==> config.mk <==
export PLATFORM = sky130hd
export DESIGN_NAME = sfr_interrupt_bank_memmap
export DESIGN_NICKNAME = d
export VERILOG_FILES = /design/src/include/sfr_pkg.sv /design/src/include/decode_if.sv /design/src/rtl/addr_decoder.sv /design/src/rtl/flash_ctrl.sv /design/src/rtl/sfr_interrupt_bank_memmap.sv
export SDC_FILE = /design/constraint.sdc
export NUM_CORES = 1
export LEC_CHECK = 0
export BUFFER_PORTS_ARGS = -buffer_cell sky130_fd_sc_hd__buf_2
export CAP_MARGIN = 20
export CORE_MARGIN = 3
export CORE_UTILIZATION = 40
export CTS_CLUSTER_SIZE = 40
export DETAILED_ROUTE_END_ITERATION = 12
export GPL_TIMING_DRIVEN = 0
export PLACE_DENSITY = 0.67
export SLEW_MARGIN = 5
export SYNTH_ARGS = -nofsm -noshare
export SYNTH_HDL_FRONTEND = slang
export SYNTH_SLANG_ARGS = --single-unit
==> constraint.sdc <==
create_clock -name clk_i -period 2.1 [get_ports clk_i]
set_clock_uncertainty 0.15 [all_clocks]
set_input_delay 0.315 -clock clk_i [delete_from_list [all_inputs] [get_ports clk_i]]
set_output_delay 0.315 -clock clk_i [all_outputs]
set_load 0.05 [all_outputs]
==> src/include/sfr_pkg.sv <==
// Constants, types and state records for the special-function block
// Notes on behaviour
// RULE1: Code fetch from peripherals or holes resets
// RULE2: Non-maskable events gated only by own enable
// RULE3: Unused vector slots are plain program memory
// RULE4: Unassigned special-function bits have no storage
// RULE5: Enable byte 00h: bits 0,1,4,5, cleared
// RULE6: Watchdog enable acts only in interval mode
// RULE7: Flag byte 02h: five flags, read/write
// RULE8: Power-on and power-up-clear preset chosen flags
// RULE9: Reset-mode pin event sets external-reset flag
// RULE10: Bytes 01h and 03h hold nothing
// RULE11: Timer, comparator, port flags live elsewhere
// RULE12: Fixed address decode of all regions
// RULE13: Flash takes byte and word program writes
// RULE14: Main segments 512 bytes, info 4x64
// RULE15: Mass erase main or one segment
// RULE16: Info segments alone or with main
// RULE17: Segment A locked after every reset
// RULE18: Clock sources are outside this block
// RULE19: Calibration bytes readable at 010FEh/010FFh
// RULE20: Erased reset vector sends to deepest sleep
// RULE21: Unimplemented bits read zero, writes ignored
// RULE22: Software clears flags by writing zero
package sfr_pkg;
	localparam logic [15:0] ADDR_IE0 = 16'h0000;
	localparam logic [15:0] ADDR_IE1 = 16'h0001;
	localparam logic [15:0] ADDR_IFG0 = 16'h0002;
	localparam logic [15:0] ADDR_SYSTEM_INTERRUPT_FLAGS_0 = 16'h0003;
	localparam logic [15:0] ADDR_CAL_STEP = 16'h10FE;
	localparam logic [15:0] ADDR_CAL_RANGE = 16'h10FF;
	localparam int unsigned BIT_WDT = 0;
	localparam int unsigned BIT_OSC = 1;
	localparam int unsigned BIT_POR = 2;
	localparam int unsigned BIT_RST = 3;
	localparam int unsigned BIT_NMI = 4;
	localparam int unsigned BIT_ACCV = 5;
	localparam logic [7:0] IE_MASK = 8'h33;
	localparam logic [7:0] IFG_MASK = 8'h1F;
	localparam logic [7:0] IE_RESET = 8'h00;
	localparam logic [7:0] IFG_POR_VALUE = 8'h06;
	localparam logic [7:0] IFG_PUC_SET = 8'h02;
	localparam logic [7:0] IFG_PUC_CLR = 8'h10;
	localparam logic [15:0] SFR_HI = 16'h000F;
	localparam logic [15:0] P8_HI = 16'h00FF;
	localparam logic [15:0] P16_HI = 16'h01FF;
	localparam logic [15:0] RAM_LO = 16'h0200;
	localparam logic [15:0] RAM_HI = 16'h027F;
	localparam logic [15:0] INFO_LO = 16'h1000;
	localparam logic [15:0] INFO_HI = 16'h10FF;
	localparam logic [15:0] MAIN_LO = 16'hF800;
	localparam logic [15:0] RESET_VECTOR = 16'hFFFE;
	localparam logic [15:0] ERASED_WORD = 16'hFFFF;
	localparam logic [15:0] MAIN_SEG_MASK = 16'hFE00;
	localparam logic [15:0] INFO_SEG_MASK = 16'hFFC0;
	localparam logic [15:0] SEG_A_BASE = 16'h10C0;
	localparam logic [7:0] CAL_RANGE_DEFAULT = 8'h80;
	localparam logic [7:0] CAL_STEP_DEFAULT = 8'h40;
	localparam logic [15:0] ZERO16 = 16'h0000;
	localparam logic [7:0] ZERO8 = 8'h00;

	typedef enum logic [2:0] {
		REGION_NONE,
		REGION_SFR,
		REGION_PERIPH8,
		REGION_PERIPH16,
		REGION_RAM,
		REGION_INFO,
		REGION_MAIN
	} region_t;

	typedef enum logic [1:0] {
		ERASE_SEGMENT,
		ERASE_MAIN_ALL,
		ERASE_ALL
	} erase_mode_t;

	typedef struct packed {
		logic lock_a;
		logic violation;
		logic prog;
		logic erase;
		logic byte_wr;
		logic skip_a;
		erase_mode_t mode;
		logic [15:0] addr;
		logic [15:0] data;
	} flash_state_t;
endpackage

==> src/include/decode_if.sv <==
// Carrier between the bus front end and the address decoder
`timescale 1ns/1ps
interface decode_if;
	logic [15:0] addr;
	logic fetch;
	sfr_pkg::region_t region;
	logic fetch_fault;
	modport decoder (input addr, input fetch, output region, output fetch_fault);
	modport user (output addr, output fetch, input region, input fetch_fault);
endinterface

==> src/rtl/addr_decoder.sv <==
// Combinational address map and illegal-fetch detection
`timescale 1ns/1ps
module addr_decoder (
	decode_if.decoder dec
);
	always_comb begin
		// RULE12: fixed region map
		if (dec.addr <= sfr_pkg::SFR_HI) begin
			dec.region = sfr_pkg::REGION_SFR;
		end else if (dec.addr <= sfr_pkg::P8_HI) begin
			dec.region = sfr_pkg::REGION_PERIPH8;
		end else if (dec.addr <= sfr_pkg::P16_HI) begin
			dec.region = sfr_pkg::REGION_PERIPH16;
		end else if (dec.addr >= sfr_pkg::RAM_LO && dec.addr <= sfr_pkg::RAM_HI) begin
			dec.region = sfr_pkg::REGION_RAM;
		end else if (dec.addr >= sfr_pkg::INFO_LO && dec.addr <= sfr_pkg::INFO_HI) begin
			dec.region = sfr_pkg::REGION_INFO;
		end else if (dec.addr >= sfr_pkg::MAIN_LO) begin
			// RULE3: spare vector slots are code
			dec.region = sfr_pkg::REGION_MAIN;
		end else begin
			dec.region = sfr_pkg::REGION_NONE;
		end
	end

	// RULE1: fetch from registers or holes
	assign dec.fetch_fault = dec.fetch && (dec.region == sfr_pkg::REGION_SFR
		|| dec.region == sfr_pkg::REGION_PERIPH8
		|| dec.region == sfr_pkg::REGION_PERIPH16
		|| dec.region == sfr_pkg::REGION_NONE);
endmodule

==> src/rtl/flash_ctrl.sv <==
// Flash program/erase request shaping and segment A protection
`timescale 1ns/1ps
module flash_ctrl (
	input wire logic clk_i,
	input wire logic rst_n_i,
	input wire logic puc_i,
	input wire logic prog_req_i,
	input wire logic byte_i,
	input wire logic [15:0] addr_i,
	input wire logic [15:0] wdata_i,
	input wire logic erase_req_i,
	input wire logic [1:0] erase_mode_i,
	input wire logic unlock_a_i,
	input wire logic lock_a_i,
	input wire logic viol_clear_i,
	output logic prog_o,
	output logic erase_o,
	output logic byte_o,
	output logic skip_a_o,
	output logic [1:0] mode_o,
	output logic [15:0] addr_o,
	output logic [15:0] data_o,
	output logic locked_a_o,
	output logic violation_o
);
	sfr_pkg::flash_state_t st_ff;
	sfr_pkg::flash_state_t nxt_st;
	logic in_seg_a;

	assign in_seg_a = (addr_i & sfr_pkg::INFO_SEG_MASK) == sfr_pkg::SEG_A_BASE;

	always_comb begin
		nxt_st = st_ff;
		nxt_st.prog = 1'b0;
		nxt_st.erase = 1'b0;
		if (unlock_a_i) begin
			nxt_st.lock_a = 1'b0;
		end
		if (lock_a_i) begin
			nxt_st.lock_a = 1'b1;
		end
		if (viol_clear_i) begin
			nxt_st.violation = 1'b0;
		end
		if (prog_req_i) begin
			if (st_ff.lock_a && in_seg_a) begin
				nxt_st.violation = 1'b1;
			end else begin
				// RULE13: byte or word program
				nxt_st.prog = 1'b1;
				nxt_st.byte_wr = byte_i;
				nxt_st.addr = addr_i;
				nxt_st.data = byte_i ? {sfr_pkg::ZERO8, wdata_i[7:0]} : wdata_i;
			end
		end else if (erase_req_i) begin
			unique case (erase_mode_i)
				sfr_pkg::ERASE_SEGMENT: begin
					if (st_ff.lock_a && in_seg_a) begin
						nxt_st.violation = 1'b1;
					end else begin
						// RULE14: segment base by size
						nxt_st.erase = 1'b1;
						nxt_st.mode = sfr_pkg::ERASE_SEGMENT;
						nxt_st.addr = (addr_i >= sfr_pkg::MAIN_LO) ?
							(addr_i & sfr_pkg::MAIN_SEG_MASK) :
							(addr_i & sfr_pkg::INFO_SEG_MASK);
					end
				end
				sfr_pkg::ERASE_MAIN_ALL: begin
					// RULE15: all main segments
					nxt_st.erase = 1'b1;
					nxt_st.mode = sfr_pkg::ERASE_MAIN_ALL;
					nxt_st.addr = sfr_pkg::MAIN_LO;
				end
				sfr_pkg::ERASE_ALL: begin
					// RULE16: info joins main group
					nxt_st.erase = 1'b1;
					nxt_st.mode = sfr_pkg::ERASE_ALL;
					nxt_st.addr = sfr_pkg::INFO_LO;
					nxt_st.skip_a = st_ff.lock_a;
				end
				default: begin
					nxt_st.violation = 1'b1;
				end
			endcase
		end
		// RULE17: relock on every reset
		if (puc_i) begin
			nxt_st.lock_a = 1'b1;
		end
	end

	always_ff @(posedge clk_i or negedge rst_n_i) begin
		if (!rst_n_i) begin
			st_ff <= '{lock_a: 1'b1, mode: sfr_pkg::ERASE_SEGMENT, default: '0};
		end else begin
			st_ff <= nxt_st;
		end
	end

	assign prog_o = st_ff.prog;
	assign erase_o = st_ff.erase;
	assign byte_o = st_ff.byte_wr;
	assign skip_a_o = st_ff.skip_a;
	assign mode_o = st_ff.mode;
	assign addr_o = st_ff.addr;
	assign data_o = st_ff.data;
	assign locked_a_o = st_ff.lock_a;
	assign violation_o = st_ff.violation;
endmodule

==> src/rtl/sfr_interrupt_bank_memmap.sv <==
// Special-function bytes, system flags, address map and flash hooks
`timescale 1ns/1ps
module sfr_interrupt_bank_memmap #(
	parameter logic [7:0] CAL_RANGE = sfr_pkg::CAL_RANGE_DEFAULT,
	parameter logic [7:0] CAL_STEP = sfr_pkg::CAL_STEP_DEFAULT
) (
	input wire logic clk_i,
	input wire logic reset_n_i,
	input wire logic [15:0] addr_i,
	input wire logic [15:0] wdata_i,
	input wire logic byte_i,
	input wire logic wr_i,
	input wire logic rd_i,
	input wire logic fetch_i,
	output logic [15:0] rdata_o,
	output logic rvalid_o,
	input wire logic power_up_clear_i,
	input wire logic wdt_event_i,
	input wire logic wdt_interval_mode_i,
	input wire logic osc_fault_i,
	input wire logic rst_nmi_pin_n_i,
	input wire logic pin_nmi_mode_i,
	input wire logic pin_nmi_falling_i,
	input wire logic flash_violation_clear_i,
	input wire logic flash_write_en_i,
	input wire logic erase_req_i,
	input wire logic [1:0] erase_mode_i,
	input wire logic seg_a_unlock_i,
	input wire logic seg_a_lock_i,
	input wire logic [15:0] reset_vector_word_i,
	output logic fetch_reset_o,
	output logic deepest_sleep_mode_o,
	output logic nmi_irq_o,
	output logic wdt_irq_o,
	output logic flash_prog_o,
	output logic flash_erase_o,
	output logic flash_byte_o,
	output logic [1:0] flash_erase_mode_o,
	output logic flash_skip_seg_a_o,
	output logic [15:0] flash_addr_o,
	output logic [15:0] flash_data_o,
	output logic seg_a_locked_o,
	output logic flash_violation_o
);
	// ----------------------------------------
	// State record
	// ----------------------------------------
	typedef struct packed {
		logic [7:0] ie;
		logic [7:0] ifg;
		logic [15:0] rdata;
		logic rvalid;
		logic fetch_reset;
		logic boot_pending;
		logic deep_sleep;
		logic rst_pin_q;
		logic nmi_pin_q;
		logic [1:0] osc_sync;
		logic [1:0] pin_sync;
	} top_state_t;

	top_state_t st_ff;
	top_state_t nxt_st;

	// ----------------------------------------
	// Reset release
	// ----------------------------------------
	logic [1:0] rst_sync_ff;
	logic rst_n;

	// RULE18: whole block on main clock
	always_ff @(posedge clk_i or negedge reset_n_i) begin
		if (!reset_n_i) begin
			rst_sync_ff <= 2'h0;
		end else begin
			rst_sync_ff <= {rst_sync_ff[0], 1'b1};
		end
	end

	assign rst_n = rst_sync_ff[1];

	// ----------------------------------------
	// Address decode
	// ----------------------------------------
	decode_if dec ();

	assign dec.addr = addr_i;
	assign dec.fetch = fetch_i;

	addr_decoder u_decoder (
		.dec(dec)
	);

	// ----------------------------------------
	// Flash request shaping
	// ----------------------------------------
	logic power_up_clear;
	logic prog_req;
	logic flash_viol;

	// Any clear, including the one from a bad fetch
	assign power_up_clear = power_up_clear_i || st_ff.fetch_reset;

	// RULE13: CPU writes into flash
	assign prog_req = wr_i && flash_write_en_i
		&& (dec.region == sfr_pkg::REGION_INFO
		|| dec.region == sfr_pkg::REGION_MAIN);

	flash_ctrl u_flash (
		.clk_i(clk_i),
		.rst_n_i(rst_n),
		.puc_i(power_up_clear),
		.prog_req_i(prog_req),
		.byte_i(byte_i),
		.addr_i(addr_i),
		.wdata_i(wdata_i),
		.erase_req_i(erase_req_i),
		.erase_mode_i(erase_mode_i),
		.unlock_a_i(seg_a_unlock_i),
		.lock_a_i(seg_a_lock_i),
		.viol_clear_i(flash_violation_clear_i),
		.prog_o(flash_prog_o),
		.erase_o(flash_erase_o),
		.byte_o(flash_byte_o),
		.skip_a_o(flash_skip_seg_a_o),
		.mode_o(flash_erase_mode_o),
		.addr_o(flash_addr_o),
		.data_o(flash_data_o),
		.locked_a_o(seg_a_locked_o),
		.violation_o(flash_viol)
	);

	assign flash_violation_o = flash_viol;

	// ----------------------------------------
	// Write lane selection
	// ----------------------------------------
	logic sfr_wr;
	logic wr_ie;
	logic wr_ifg;
	logic [7:0] ie_wdata;
	logic [7:0] ifg_wdata;

	assign sfr_wr = wr_i && dec.region == sfr_pkg::REGION_SFR;

	// RULE10: odd bytes map to nothing
	assign wr_ie = sfr_wr && addr_i == sfr_pkg::ADDR_IE0;
	assign wr_ifg = sfr_wr && addr_i == sfr_pkg::ADDR_IFG0;
	assign ie_wdata = wdata_i[7:0];
	assign ifg_wdata = wdata_i[7:0];

	// ----------------------------------------
	// Event detection
	// ----------------------------------------
	logic pin_n;
	logic osc_level;
	logic rst_event;
	logic nmi_event;
	logic [7:0] ifg_set;

	assign pin_n = st_ff.pin_sync[1];
	assign osc_level = st_ff.osc_sync[1];

	// RULE9: pin falling edge in reset mode
	assign rst_event = !pin_mode_nmi() && !pin_n && st_ff.rst_pin_q;

	// Selected edge while in NMI mode
	assign nmi_event = pin_mode_nmi() && (pin_nmi_falling_i ?
		(st_ff.nmi_pin_q && !pin_n) : (!st_ff.nmi_pin_q && pin_n));

	function automatic logic pin_mode_nmi();
		return pin_nmi_mode_i;
	endfunction

	// RULE11: no peripheral flags here
	always_comb begin
		ifg_set = sfr_pkg::ZERO8;
		ifg_set[sfr_pkg::BIT_WDT] = wdt_event_i;
		ifg_set[sfr_pkg::BIT_OSC] = osc_level;
		ifg_set[sfr_pkg::BIT_RST] = rst_event;
		ifg_set[sfr_pkg::BIT_NMI] = nmi_event;
	end

	// ----------------------------------------
	// Next state
	// ----------------------------------------
	always_comb begin
		nxt_st = st_ff;
		nxt_st.osc_sync = {st_ff.osc_sync[0], osc_fault_i};
		nxt_st.pin_sync = {st_ff.pin_sync[0], rst_nmi_pin_n_i};
		nxt_st.rst_pin_q = pin_n;
		nxt_st.nmi_pin_q = pin_n;
		nxt_st.rvalid = rd_i;

		// RULE5: enable byte write
		if (wr_ie) begin
			// RULE4: only mapped bits stored
			nxt_st.ie = ie_wdata & sfr_pkg::IE_MASK;
		end

		// RULE22: software writes zero to clear
		if (wr_ifg) begin
			// RULE7: flag byte write
			nxt_st.ifg = ifg_wdata & sfr_pkg::IFG_MASK;
		end

		// Hardware set wins over a software clear
		nxt_st.ifg = nxt_st.ifg | ifg_set;

		// RULE8: power-up clear presets
		if (power_up_clear) begin
			nxt_st.ie = sfr_pkg::IE_RESET;
			nxt_st.ifg = (nxt_st.ifg | sfr_pkg::IFG_PUC_SET) & ~sfr_pkg::IFG_PUC_CLR;
		end

		// RULE1: illegal fetch forces a clear
		nxt_st.fetch_reset = dec.fetch_fault;

		// RULE20: erased reset vector
		if (st_ff.boot_pending) begin
			nxt_st.boot_pending = 1'b0;
			nxt_st.deep_sleep = reset_vector_word_i == sfr_pkg::ERASED_WORD;
		end

		// Read data, registered
		nxt_st.rdata = sfr_pkg::ZERO16;
		if (rd_i) begin
			nxt_st.rdata = read_value(addr_i, byte_i);
		end
	end

	// ----------------------------------------
	// Read mux
	// ----------------------------------------
	function automatic logic [15:0] read_value(input logic [15:0] a, input logic b);
		logic [15:0] word;
		word = sfr_pkg::ZERO16;
		// RULE21: absent bits read zero
		if (a == sfr_pkg::ADDR_IE0) begin
			word = {sfr_pkg::ZERO8, st_ff.ie & sfr_pkg::IE_MASK};
		end else if (a == sfr_pkg::ADDR_IFG0) begin
			word = {sfr_pkg::ZERO8, st_ff.ifg & sfr_pkg::IFG_MASK};
		end else if (a == sfr_pkg::ADDR_CAL_STEP) begin
			// RULE19: calibration pair
			word = b ? {sfr_pkg::ZERO8, CAL_STEP} : {CAL_RANGE, CAL_STEP};
		end else if (a == sfr_pkg::ADDR_CAL_RANGE) begin
			word = {sfr_pkg::ZERO8, CAL_RANGE};
		end else begin
			// RULE10: 01h and 03h read zero
			word = sfr_pkg::ZERO16;
		end
		if (b) begin
			word = {sfr_pkg::ZERO8, word[7:0]};
		end
		return word;
	endfunction

	// ----------------------------------------
	// Registers
	// ----------------------------------------
	always_ff @(posedge clk_i or negedge rst_n) begin
		if (!rst_n) begin
			// RULE8: power-on values
			st_ff <= '{
				ie: sfr_pkg::IE_RESET,
				ifg: sfr_pkg::IFG_POR_VALUE,
				boot_pending: 1'b1,
				rst_pin_q: 1'b1,
				nmi_pin_q: 1'b1,
				pin_sync: 2'h3,
				default: '0
			};
		end else begin
			st_ff <= nxt_st;
		end
	end

	// ----------------------------------------
	// Interrupt requests
	// ----------------------------------------
	logic nmi_osc;
	logic nmi_pin;
	logic nmi_flash;

	// RULE2: own enables only, no global gate
	assign nmi_osc = st_ff.ifg[sfr_pkg::BIT_OSC] && st_ff.ie[sfr_pkg::BIT_OSC];
	assign nmi_pin = st_ff.ifg[sfr_pkg::BIT_NMI] && st_ff.ie[sfr_pkg::BIT_NMI];
	assign nmi_flash = flash_viol && st_ff.ie[sfr_pkg::BIT_ACCV];
	assign nmi_irq_o = nmi_osc || nmi_pin || nmi_flash;

	// RULE6: enable used in interval mode only
	assign wdt_irq_o = wdt_interval_mode_i
		&& st_ff.ifg[sfr_pkg::BIT_WDT]
		&& st_ff.ie[sfr_pkg::BIT_WDT];

	// ----------------------------------------
	// Outputs
	// ----------------------------------------
	assign rdata_o = st_ff.rdata;
	assign rvalid_o = st_ff.rvalid;
	assign fetch_reset_o = st_ff.fetch_reset;
	assign deepest_sleep_mode_o = st_ff.deep_sleep;
endmodule

Word-level counts from Yosys, hierarchy flattened
Cells that the tools add are included.
{"block": "totals", "word_cells": 124, "input_bits": 68, "regBits": 81, "output_inout_bits": 61}
{"block": "classes", "eq_ne": 14, "magnitude_cmp": 8, "n_reduce_logical": 42, "n_bitwise": 3, "n_mux": 37}
{"cell": "$mux 16", "count": 9}
{"cell": "$pmux 18 s3", "count": 1}
{"cell": "$eq 16x13->1 const B", "count": 2}
{"cell": "$mux 32", "count": 1}
{"cell": "$logic_and 1x1->1", "count": 19}
{"cell": "$mux 18", "count": 1}
{"cell": "$mux 3", "count": 6}
{"cell": "$eq 16x16->1 const B", "count": 1}
{"cell": "$eq 16x2->1 const B", "count": 1}
{"cell": "$ge 16x10->1 const B", "count": 1}
{"cell": "$ge 16x13->1 const B", "count": 1}
{"cell": "$ge 16x16->1 const B", "count": 1}
{"cell": "$le 16x10->1 const B", "count": 1}
{"cell": "$le 16x13->1 const B", "count": 1}
{"cell": "$le 16x4->1 const B", "count": 1}
{"cell": "$le 16x8->1 const B", "count": 1}
{"cell": "$le 16x9->1 const B", "count": 1}
{"cell": "$logic_not 16->1", "count": 1}
{"cell": "$mux 8", "count": 2}
{"cell": "$mux 14", "count": 1}
{"cell": "$mux 1", "count": 12}
{"cell": "$eq 10x7->1 const B", "count": 1}
{"cell": "$mux 9", "count": 1}
{"cell": "$or 8x5->8", "count": 1}
{"cell": "20 further kinds", "count": 36}

Logic depth before layout (Yosys ltp)
Gate-level depths: netlist (run 1).
{"block": "logic_depth", "ltp_word": 13, "ltp_mapped": 8, "mapped_depth_nobuf": 7}

By module
A second synthesis (run 1) with hierarchy kept.
{"block": "unflattened", "cells_unflattened": 301, "hier_area_um2": 3311.9}
{"module": "flash_ctrl", "cells_each": 158, "instances": 1, "seq_area_each_um2": 1002.2, "area_each_um2": 1833.0}
{"module": "sfr_interrupt_bank_memmap", "cells_each": 126, "instances": 1, "seq_area_each_um2": 733.2, "area_each_um2": 1372.6}
{"module": "addr_decoder", "cells_each": 17, "instances": 1, "seq_area_each_um2": 0.0, "area_each_um2": 106.4}

Worst setup path before layout (run 1)
No wires, ideal clock.
{"block": "synth_timing", "kind": "input to register", "from": "input addr_i[13]", "to": "register u_flash.st_ff, in the netlist u_flash.addr_o[11]", "arrival_ns": 1.756, "setup_time_ns": 0.125, "setup_slack_ns": 0.070, "required_ns": 1.825, "stages": 5, "n_path_buf": 0, "path_cell_list": "or4_4 o31ai_1 a31oi_1 a21oi_4 mux2_2"}
{"block": "synth_via", "elab_chain_cells": 12, "elab_cells_between_ends": 28, "cone_classes": "order compare (8); eq/ne (5); mux (7); reduce/logical (8)"}
{"element": "from (decl)", "line_no": "sfr_interrupt_bank_memmap.sv:9", "text": "input wire logic [15:0] addr_i,"}
{"element": "$ge 16x16->1, or another cell as far along", "line_no": "addr_decoder.sv:18", "text": "end else if (dec.addr >= sfr_pkg::MAIN_LO) begin"}
{"element": "$mux 3 / $logic_and 1x1->1 (equally long branches)", "line_no": "addr_decoder.sv:18, addr_decoder.sv:16"}
{"element": "$mux 3", "line_no": "addr_decoder.sv:16", "text": "end else if (dec.addr >= sfr_pkg::INFO_LO && dec.addr <= sfr_pkg::INFO_HI) begin"}
{"element": "$mux 3", "line_no": "addr_decoder.sv:14", "text": "end else if (dec.addr >= sfr_pkg::RAM_LO && dec.addr <= sfr_pkg::RAM_HI) begin"}
{"element": "$mux 3", "line_no": "addr_decoder.sv:12", "text": "end else if (dec.addr <= sfr_pkg::P16_HI) begin"}
{"element": "$mux 3", "line_no": "addr_decoder.sv:10", "text": "end else if (dec.addr <= sfr_pkg::P8_HI) begin"}
{"element": "$mux 3", "line_no": "addr_decoder.sv:8", "text": "if (dec.addr <= sfr_pkg::SFR_HI) begin"}
{"element": "$eq 3x3->1, on equally long branches", "line_no": "sfr_interrupt_bank_memmap.sv:106, sfr_interrupt_bank_memmap.sv:107"}
{"element": "$logic_or 1x1->1", "line_no": "sfr_interrupt_bank_memmap.sv:107", "text": "|| dec.region == sfr_pkg::REGION_MAIN);"}
{"element": "$logic_and 1x1->1", "line_no": "sfr_interrupt_bank_memmap.sv:106", "text": "&& (dec.region == sfr_pkg::REGION_INFO"}
{"element": "$ne 2x2->1 (no line), or another cell as far along"}
{"element": "$reduce_and 4->1 (no line)"}
{"element": "to (signal assigned)", "line_no": "flash_ctrl.sv:97", "text": "st_ff <= nxt_st;"}
{"element": "to (decl)", "line_no": "flash_ctrl.sv:26", "text": "sfr_pkg::flash_state_t st_ff;"}
Parallel ways exist; a longest one is shown, timed or not.
A chain may end at the register's enable or synchronous reset.

Worst setup path after layout (run 1)
{"block": "layout_timing", "from": "register u_flash.st_ff, in the netlist u_flash.locked_a_o", "to": "register u_flash.st_ff, in the netlist u_flash.addr_o[4]"}
{"block": "layout_via", "elab_chain_cells": 3, "elab_cells_between_ends": 4, "cone_classes": "eq/ne (2); reduce/logical (2)"}
{"element": "$logic_and 1x1->1 (*)", "line_no": "flash_ctrl.sv:46, flash_ctrl.sv:58"}
{"element": "$ne 2x2->1 (no line)"}
{"element": "$reduce_and 4->1 (no line) (*)"}
Every way passes the cells marked *; elsewhere a longest branch is shown, timed or not.

==> implementation parameters, run 1 <==
Parameter                              Value

Pwr
  Maximum vdd ir drop    0.000430 V
  Sequential group share of total power    43.3%
  Sw Pwr    1.14 mW
  Switching power share of the total    33.0%
  Cell internal power dissipation    2.33 mW
  Power per cell area    820 mW/mm2
  Logic pwr share    22.0%
  Overall power    3.47 mW
  Standby leakage power    2.24 nW
  Part of the total power dissipated in the clock network    34.7%

Floorplan
  Die area    0.00903 mm2
  Core Footprint    0.00749 mm2
  Die outline width    95.0 um
  Number of rows in the core area    31
  Die boundary height    95.0 um
  Starting utilization of the core area    42.4%
  Number of top-level pins    129

Clock network
  Number of buffers added by the clock tree synthesis step    9
  H-tree Lvls    3
  Longest Clk Path Bufs    2
  Clock tree root driver cell    clkbuf_8
  TritonCTS clock tree    built
  Clock slew at the register clock pins of the worst setup and hold paths    0.08 ns
  Clock sink count    69
  Insertion delay of the later-clocked pin in the worst-skew pair    0.35 ns
  Setup Fix Bufs, Post-CTS    0

Finish
  Antenna diode count    0
  Leading cell type in the layout, fill and taps excluded    buf_2
  Filler cell count in the final layout    695
  Final-stage net count    504
  Share of post-route cells with drive strength above 1    42.6%
  Area grow syn2layout    33.4%
  Top library cells by usage in the layout, fill and taps aside    buf_2, dfrtp_1, nand2_1

Logic synthesis
  EDFF count, synth    0
  Average footprint of a synthesized cell    11.0 um2
  Synthesized flop and latch total    69
  Cell area after technology mapping    0.00317 mm2
  Gate Count Post-Synth    288
  Count of synthesis-stage warnings from yosys    0
  Fraction of registers with async set/reset    100%
  Share of synthesized area occupied by flip-flops and latches    54.7%
  Primary flip-flop cell chosen by synthesis mapping    dfrtp_1
  Count of unique library cells instantiated by Yosys    48

Critical path
  Worst reg-to-reg setup slack    0.11 ns
  Critical path data arrival time    2.07 ns
  First element of the critical path    u_flash.locked_a_o
  CP Class    reg2reg
  Max Fanout on Critical Path    10
  CP startpoint kind    flop
  Required time of the critical path    2.19 ns
  Critical path endpoint category    flop
  Worst r2r src    u_flash.locked_a_o

Timing
  Endpoints failing setup    0
  Setup Total Neg Slack    0 ns
  Relative slew slack    42.6%
  Final critical path time including I/O delays and setup    1.99 ns
  Share of the cycle needed by the critical path after routing    94.7%
  Max Fclk    503 MHz
  Least-Margin Pin Slew    0.860 ns
  Pins over their slew limit    0
  Number of endpoints with negative hold slack in the final report    0
  Worst hold slack    0.0128 ns

GRT
  Vias in the first global route    2515
  Largest net degree at the start of global routing    68
  Combined global-route utilization of all metal layers    17.4%
  Initial antenna violation count    0
  GRT Residual Overflow    0
  Global-route wire length before repair    12.1 mm

Routing
  Average vias per placed instance    4.85
  Post-detailed-route wirelength per cell    14.1 um
  Wirelength, routed    7.56 mm
  Post-route ant nets    0
  Remaining DRCs    0
  Vias post-DR    2599
  Number of DRC violations after detailed-routing iteration 0    129
  First-pass detailed-route iteration total    4

Placed design
  Total half-perimeter wirelength after legalization and detailed placement    5.70 mm
  Port-buffer cells    119
  Gpl congestion    0.746

Min path
  Launch point of the worst hold path    wdata_i[7]
  Kind of path behind the tightest hold check    in2reg

Run status
  Outcome    complete, no violations

Run
  Max-cap check violation count    0
-- per-layer routing --
layer	GRT usage [%]	share of wire, %
met2	28.6	47
met1	22.5	43
met5	0	0
met4	6.49	1.3
met3	4.03	9.0
-- cell type report --
| cell class | instances | area, um2 | share of cell area [%] |
|---|---|---|---|
| Sequential cell | 69 | 1740 | 41.1 |
| Multi-Input combinational cell | 187 | 1250 | 29.6 |
| Timing Repair Buffer | 126 | 666 | 15.7 |
| Buffer | 26 | 180 | 4.26 |
| Clock buffer | 9 | 124 | 2.93 |
| Tap cell | 99 | 124 | 2.93 |
| Clock inverter | 7 | 98.8 | 2.34 |
| Inverter | 13 | 48.8 | 1.15 |
-- worst max-delay path, cell delays in order, from the launching register on --
cell and delay (ns):
dfstp_2 0.58, nand3_1 0.14, nand3_1 0.11, a21o_1 0.11, clkbuf_4 0.21, inv_1 0.13, buf_2 0.21, a22o_1 0.24
-- sequential cells by signal, indices dropped and copies added (netlist names) --
signal,count
rst_sync_ff,2
u_flash.data_o,16
rdata_o,9
u_flash.skip_a_o,1
rvalid_o,1
deepest_sleep_mode_o,1
u_flash.locked_a_o,1
u_flash.mode_o,2
u_flash.prog_o,1
u_flash.addr_o,16
u_flash.byte_o,1
u_flash.erase_o,1
fetch_reset_o,1
st_ff,11
nxt_st,3
u_flash.violation_o,1
ifg_set,1
-- final timing paths --
check,to,cells after the start
setup / recovery,u_flash.addr_o[4],7
hold / removal,u_flash.data_o[7],3
setup reg to reg,u_flash.addr_o[4],7
hold reg to reg,nxt_st[4],0
max in group asynchronous,u_flash.data_o[1],0
min in group asynchronous,rst_sync_ff[1],2
-- cell usage after synthesis (all sizes together), types with 2 or more instances --
master	n	share of area, %
dfstp	7	5.8
a32o	4	1.3
and3	5	0.99
mux2	11	3.9
dfrtp	62	49
a21o	2	0.47
buf	21	5.0
nor2	13	1.5
mux2i	12	3.8
a21oi	6	1.3
or3	2	0.39
nand2	52	6.2
inv	13	1.5
o21ai	3	0.47
a31oi	4	0.79
a21boi	2	0.47
or2	2	0.39
nand3	5	0.79
nand3b	8	1.9
conb	2	0.24
nand4	7	1.6
o22ai	2	0.39
clkbuf	5	0.59
nor4	8	2.9
ha	4	1.6
a22o	10	2.8
nor3	2	0.32
nand2b	2	0.39
-- power by group through the flow --
stage	Sequential (mW)	Combinational, mW	Clock [mW]
2_1_floorplan	1.86	0.201	0
3_5_place_dp	1.53	0.754	0
3_3_place_gp	1.53	0.748	0
6_report	1.50	0.763	1.20
5_1_grt	1.52	0.809	1.30
4_1_cts	1.51	0.765	1.24
-- cells by family after synthesis --
| kind of cell | Yosys count | synth area share, % |
|---|---|---|
| adders and majority gates | 4 | 1.58 |
| muxes | 23 | 7.69 |
| other | 2 | 0.237 |
| AOI/OAI and AO/OA | 39 | 9.55 |
| DFF | 69 | 54.7 |
| buffers and inverters | 39 | 7.10 |
| and+or+nand+nor | 112 | 19.1 |
-- stage by stage --
stage               util [%]  instances  area (um2)  setup WS [ns]
detailed placement      52.4        513        3920         -0.269
global route            56.5        536        4230       -0.00920
finish                  56.5        536        4230          0.110
floorplan                  -        295        3200         0.0697
global placement        52.3        513        3920         -0.279
CTS                     56.3        536        4210         0.0769
-- what timing repair did --
item                                    CTS  global route
hold buffers                              7             0
gates resized for setup                   0             5
endpoints found under the hold margin     8             0
endpoints found under the setup margin    0            18
No activity file was read; power rests on OpenSTA's default activity.
==> inputs of run 2 (changes only) <==
--- a/config.mk
+++ b/config.mk
@@ -12,6 +12,7 @@
 export CTS_CLUSTER_SIZE = 40
 export DETAILED_ROUTE_END_ITERATION = 12
 export GPL_TIMING_DRIVEN = 0
+export MAX_ROUTING_LAYER = met4
 export PLACE_DENSITY = 0.67
 export SLEW_MARGIN = 5
 export SYNTH_ARGS = -nofsm -noshare
==> run 2 against run 1 <==
- fmax down 0.13%
- non-clock buffer count did not move
- die area unchanged
- final area unchanged
- first-iteration DRC count fell by 5.4%
- via count decreased by 0.23%
- sequential share of layout area is the same
- largest cell class unchanged
==> implementation parameters, run 2 (synthesized netlist as in run 1, its figures left out) <==
Parameter                              Value

Finish
  Antenna diode count    0 (unchanged)
  Total non-filler cell area in the finished layout    0.00423 mm2 (unchanged)
  Share of the core filled with cells    56.5% (unchanged)
  Top library cells by usage in the layout, fill and taps aside    buf_2, dfrtp_1, nand2_1 (unchanged)
  Filler cell count in the final layout    695 (unchanged)
  Area grow syn2layout    33.4% (unchanged)
  Share of post-route cells with drive strength above 1    42.6% (unchanged)
  Leading cell type in the layout, fill and taps excluded    buf_2 (unchanged)
  Final-stage net count    504 (unchanged)

Timing
  Final critical path time including I/O delays and setup    1.99 ns (about the same)
  Setup Total Neg Slack    0 ns (unchanged)
  Share of the cycle needed by the critical path after routing    94.9% (was 94.7%)
  Max Fclk    502 MHz (was 503 MHz)
  Least-Margin Pin Slew    0.863 ns (was 0.860 ns)
  Relative slew slack    42.5% (was 42.6%)
  Endpoints failing setup    0 (unchanged)
  Pins over their slew limit    0 (unchanged)
  Number of endpoints with negative hold slack in the final report    0 (unchanged)

GRT
  Vias in the first global route    2509 (was 2515)
  Global-route wire length before repair    12.1 mm (about the same)
  Combined global-route utilization of all metal layers    17.9% (was 17.4%)
  Initial antenna violation count    0 (unchanged)
  Largest net degree at the start of global routing    68 (unchanged)
  GRT Residual Overflow    0 (unchanged)

Routing
  Wirelength, routed    7.59 mm (was 7.56 mm)
  Post-detailed-route wirelength per cell    14.2 um (was 14.1 um)
  Post-route ant nets    0 (unchanged)
  Vias post-DR    2593 (was 2599)
  Remaining DRCs    0 (unchanged)
  Number of DRC violations after detailed-routing iteration 0    122 (was 129)
  First-pass detailed-route iteration total    4 (unchanged)
  Average vias per placed instance    4.84 (was 4.85)

Critical path
  Required time of the critical path    2.18 ns (was 2.19 ns)
  CP Class    reg2reg (unchanged)
  Critical path data arrival time    2.08 ns (was 2.07 ns)
  Worst path cell trace    nand3_1, nand3_1, a21o_1, clkbuf_4, inv_1, buf_2, a22o_1 (unchanged)
  Max Fanout on Critical Path    10 (unchanged)
  Buffers plus inverters on the worst setup path    3 (unchanged)
  Slowest CP cell    dfstp_2 (unchanged)
  Maximum single-stage delay on the critical path    0.58 ns (about the same)
  Crit path max-delay family    flip-flops (unchanged)
  Most numerous cell on the critical path    nand3_1 (unchanged)
  Critical path endpoint category    flop (unchanged)
  CP startpoint kind    flop (unchanged)

Floorplan
  Number of top-level pins    129 (unchanged)
  Die outline width    95.0 um (unchanged)
  Core Footprint    0.00749 mm2 (unchanged)
  Die area    0.00903 mm2 (unchanged)
  Die boundary height    95.0 um (unchanged)
  Number of rows in the core area    31 (unchanged)
  Starting utilization of the core area    42.4% (unchanged)

Placed design
  Gpl congestion    0.755 (was 0.746)
  Port-buffer cells    119 (unchanged)
  Cell Area, Placed    0.00392 mm2 (unchanged)
  Total half-perimeter wirelength after legalization and detailed placement    5.70 mm (unchanged)

Clock network
  Clock sink count    69 (unchanged)
  H-tree Lvls    3 (unchanged)
  Clock tree root driver cell    clkbuf_8 (unchanged)
  Insertion delay of the later-clocked pin in the worst-skew pair    0.34 ns (was 0.35 ns)
  Longest Clk Path Bufs    2 (unchanged)
  Clock slew at the register clock pins of the worst setup and hold paths    0.08 ns (about the same)
  Number of buffers added by the clock tree synthesis step    9 (unchanged)
  Setup Fix Bufs, Post-CTS    0 (unchanged)
  TritonCTS clock tree    built (unchanged)

Run status
  Outcome    complete, no violations (unchanged)

Pwr
  Maximum vdd ir drop    0.000430 V (about the same)
  Power per cell area    821 mW/mm2 (was 820 mW/mm2)
  Standby leakage power    2.24 nW (unchanged)

Run
  Max-cap check violation count    0 (unchanged)

Min path
  Kind of path behind the tightest hold check    in2reg (unchanged)
[run 2: cell counts in the layout (fill, tap and decap cells not counted)]
No cell type changed its count.
[run 2: final cells by class]
cell class                 count  area (um2)  area share, %
sequential                    69        1740           41.1
multi-input combinational    187        1250           29.6
timing repair buffer         126         666           15.7
buffer                        26         180           4.26
clock buffer                   9         124           2.93
tap                           99         124           2.93
clock inverter                 7        98.8           2.34
inverter                      13        48.8           1.15
[run 2: report_power, final]
group / internal, mW / switching [mW]
clock network: 0.674 / 0.530
logic: 0.220 / 0.543
registers: 1.43 / 0.0719
total: 2.33 / 1.14
[run 2: worst paths after layout]
path	endpoint	depth (start not counted)	slack (ns)	startpoint
setup / recovery	u_flash.addr_o[4]	7	0.11	u_flash.locked_a_o
hold / removal	u_flash.data_o[7]	3	0.02	wdata_i[7]
setup reg to reg	u_flash.addr_o[4]	7	0.11	u_flash.locked_a_o
hold reg to reg	nxt_st[4]	0	0.21	nxt_st[1]
max in group asynchronous	st_ff[35]	0	0.93	rst_sync_ff[1]
min in group asynchronous	rst_sync_ff[1]	2	0.12	reset_n_i
[run 2: worst min-delay path, delay by kind of cell]
kind	cells	cell delay, ns
and+or+nand+nor	2	0.09
buffers and inverters	1	0.08
[run 2: per-layer routing]
metal  track usage (%)  part of all wire, %
met4              6.49                  1.3
met5                 -                    0
met1              22.8                   44
met2              28.6                   47
met3              3.47                  7.6
[run 2: what timing repair did]
item / CTS / global route
endpoints found under the setup margin: 0 / 18
gates resized for setup: 0 / 5
endpoints found under the hold margin: 8 / 0
hold buffers: 7 / 0
[run 2: per-stage QoR]
stage,power [mW],instances,worst slack (ns),hold slack (ns)
after global routing,3.64,536,-0.00900,0.0181
after floorplan,2.06,295,0.0697,-0.131
after detailed placement,2.29,513,-0.269,-0.0479
after CTS,3.52,536,0.0769,0.00149
after global placement,2.28,513,-0.279,-0.0497
final,3.47,536,0.108,0.0173
==> inputs of run 3 (changes only) <==
--- a/config.mk
+++ b/config.mk
@@ -14,6 +14,7 @@
 export GPL_TIMING_DRIVEN = 0
 export MAX_ROUTING_LAYER = met4
 export PLACE_DENSITY = 0.67
+export SETUP_SLACK_MARGIN = 0.3
 export SLEW_MARGIN = 5
 export SYNTH_ARGS = -nofsm -noshare
 export SYNTH_HDL_FRONTEND = slang
==> run 3 against run 2 <==
- sequential cell count unchanged
- final area increased by 5.7%
- register-to-register slack improved by 0.18 ns
- via count increased by 2.0%
- die area unchanged
- first-iteration DRC count decreased by 9.0%
- sequential share of layout area decreased by 2.2 points
==> implementation parameters, run 3 (synthesized netlist as in run 1, its figures left out) <==
Parameter                              Value

Run status
  Outcome    complete, no violations (unchanged)

Floorplan
  Core Footprint    0.00749 mm2 (unchanged)
  Die boundary height    95.0 um (unchanged)
  Die area    0.00903 mm2 (unchanged)
  Number of top-level pins    129 (unchanged)
  Number of rows in the core area    31 (unchanged)
  Die outline width    95.0 um (unchanged)
  Starting utilization of the core area    42.4% (unchanged)

Timing
  Setup repair after global routing missed its margin    yes
  Final critical path time including I/O delays and setup    1.88 ns (was 1.99 ns)
  Endpoints failing setup    0 (unchanged)
  Worst hold slack    0.0198 ns (was 0.0173 ns)
  Final critical-path setup slack    0.221 ns (was 0.108 ns)
  Max Fclk    532 MHz (was 502 MHz)
  Share of the cycle needed by the critical path after routing    89.5% (was 94.9%)
  Number of endpoints with negative hold slack in the final report    0 (unchanged)
  Pins over their slew limit    0 (unchanged)

Finish
  Number of standard cells in the final layout excluding fillers    545 (was 536)
  Share of the core filled with cells    59.7% (was 56.5%)
  Leading cell type in the layout, fill and taps excluded    buf_2 (unchanged)
  Area grow syn2layout    41.0% (was 33.4%)
  Top library cells by usage in the layout, fill and taps aside    buf_2, dfrtp_1, nand2_1 (unchanged)
  Share of post-route cells with drive strength above 1    46.6% (was 42.6%)
  Final-stage net count    513 (was 504)
  Total non-filler cell area in the finished layout    0.00447 mm2 (was 0.00423 mm2)
  Antenna diode count    0 (unchanged)

Critical path
  CP Class    in2reg (was reg2reg)
  Max Fanout on Critical Path    7 (was 10)
  CP startpoint kind    primary input (was flop)
  Crit path max-delay family    simple AND/OR/NAND/NOR gates (was flip-flops)
  Worst path cell trace    buf_8, or4_4, o31ai_4, a31oi_2, a21oi_4, buf_12, mux2_4 (was nand3_1, nand3_1, a21o_1, clkbuf_4, inv_1, buf_2, a22o_1)
  Critical path data arrival time    1.96 ns (was 2.08 ns)
  Required time of the critical path    2.18 ns (about the same)
  Worst reg-to-reg setup slack    0.29 ns (was 0.11 ns)
  Buffers plus inverters on the worst setup path    2 (was 3)
  Number of cells on the worst reg-to-reg path    6 (was 7)
  Slowest CP cell    or4_4 (was dfstp_2)
  Maximum single-stage delay on the critical path    0.59 ns (was 0.58 ns)
  Critical path endpoint category    flop (unchanged)
  End of the worst register-to-register path    u_flash.addr_o[10] (was u_flash.addr_o[4])
  First element of the critical path    addr_i[15] (was u_flash.locked_a_o)
  Worst r2r src    u_flash.locked_a_o (unchanged)

GRT
  Combined global-route utilization of all metal layers    18.6% (was 17.9%)
  Routing usage on met3    5.21% (was 3.47%)
  Vias in the first global route    2615 (was 2509)
  GRT Residual Overflow    0 (unchanged)
  Initial antenna violation count    0 (unchanged)
  Largest net degree at the start of global routing    51 (was 68)
  Grt met1 use    23.2% (was 22.8%)
  Global-route wire length before repair    12.6 mm (was 12.1 mm)
  Most congested layer reported by global routing    met2 (unchanged)
  Global-route met2 utilization    29.6% (was 28.6%)

Clock network
  Longest Clk Path Bufs    2 (unchanged)
  Insertion delay of the later-clocked pin in the worst-skew pair    0.34 ns (about the same)
  Clock tree root driver cell    clkbuf_8 (unchanged)
  Clock slew at the register clock pins of the worst setup and hold paths    0.08 ns (about the same)
  Number of buffers added by the clock tree synthesis step    9 (unchanged)
  H-tree Lvls    3 (unchanged)
  Clock sink count    69 (unchanged)
  TritonCTS clock tree    built (unchanged)

Placed design
  Count of placed standard cells including taps    514 (was 513)
  Total half-perimeter wirelength after legalization and detailed placement    5.77 mm (was 5.70 mm)
  Worst slack at placement    -0.169 ns (was -0.269 ns)
  Port-buffer cells    119 (unchanged)
  Gpl congestion    0.742 (was 0.755)
  Cell Area, Placed    0.00397 mm2 (was 0.00392 mm2)

Routing
  Wirelength, routed    7.86 mm (was 7.59 mm)
  First-pass detailed-route iteration total    4 (unchanged)
  Post-route ant nets    0 (unchanged)
  Average vias per placed instance    4.85 (was 4.84)
  Number of DRC violations after detailed-routing iteration 0    111 (was 122)
  Vias post-DR    2645 (was 2593)
  Remaining DRCs    0 (unchanged)
  Post-detailed-route wirelength per cell    14.4 um (was 14.2 um)

Pwr
  Maximum vdd ir drop    0.000511 V (was 0.000430 V)
  Standby leakage power    2.36 nW (was 2.24 nW)
  Power per cell area    785 mW/mm2 (was 821 mW/mm2)

Min path
  Kind of path behind the tightest hold check    in2reg (unchanged)
  Endpoint of the worst hold path    st_ff[29] (was u_flash.data_o[7])
  Launch point of the worst hold path    pin_nmi_mode_i (was wdata_i[7])
  Instance count along the most critical hold path    2 (was 3)

Run
  Max-cap check violation count    0 (unchanged)
run 3: changes by cell type in the layout (fill, tap and decap cells not counted), sizes merged:
cell	delta
buf	+11
clkinv	-1
dlygate4sd3	-1
run 3: metrics by stage:
stage | power (mW) | TNS, ns
2_1_floorplan | 2.06 | 0
5_1_grt | 3.67 | 0
3_5_place_dp | 2.30 | -2.72
6_report | 3.51 | 0
3_3_place_gp | 2.28 | -2.59
4_1_cts | 3.55 | 0
run 3: layout make-up:
type                    count  area, um2
plain buffers              26        191
clock buffers              10        128
clock inverters             6       86.3
fillers                   631       3010
inverters                  13       48.8
multi-input cells         187       1360
flip-flops and latches     69       1740
well taps                  99        124
repair buffers            135        796
run 3: how the worst max path moves through the flow:
stage,to,depth (start not counted)
final,u_flash.addr_o[10],7
after global routing,u_flash.addr_o[13],7
after CTS,u_flash.mode_o[0],6
after detailed placement,u_flash.addr_o[8],7
after global placement,u_flash.addr_o[15],6
after floorplan,u_flash.addr_o[11],5
run 3: report_power, final:
group	switching, mW	internal (mW)
clock	0.514	0.669
combinational	0.577	0.263
sequential	0.0559	1.43
run 3: worst reg2reg max path, cell delays in order (launching register included):
cell	delay (ns)
dfstp_2	0.58
nand3_4	0.11
o31ai_4	0.20
a31oi_2	0.08
a21oi_4	0.16
buf_12	0.14
mux2_4	0.30
run 3: routing by layer:
metal  vias up  share of wire (%)  wire length [um]
li1       1286                  -                 -
met1      1242                 44              3460
met2       109                 47              3690
met3         8                8.2               648
met4         0               0.69                54
met5         -                  0                 0
run 3: timing repair:
item                       4_1_cts  5_1_grt
setup buffers                    6        3
setup endpoints to repair       39       27
gates resized for setup         27        6
pin swaps                        2        3
hold buffers                     6        0
hold endpoints to repair         7        0
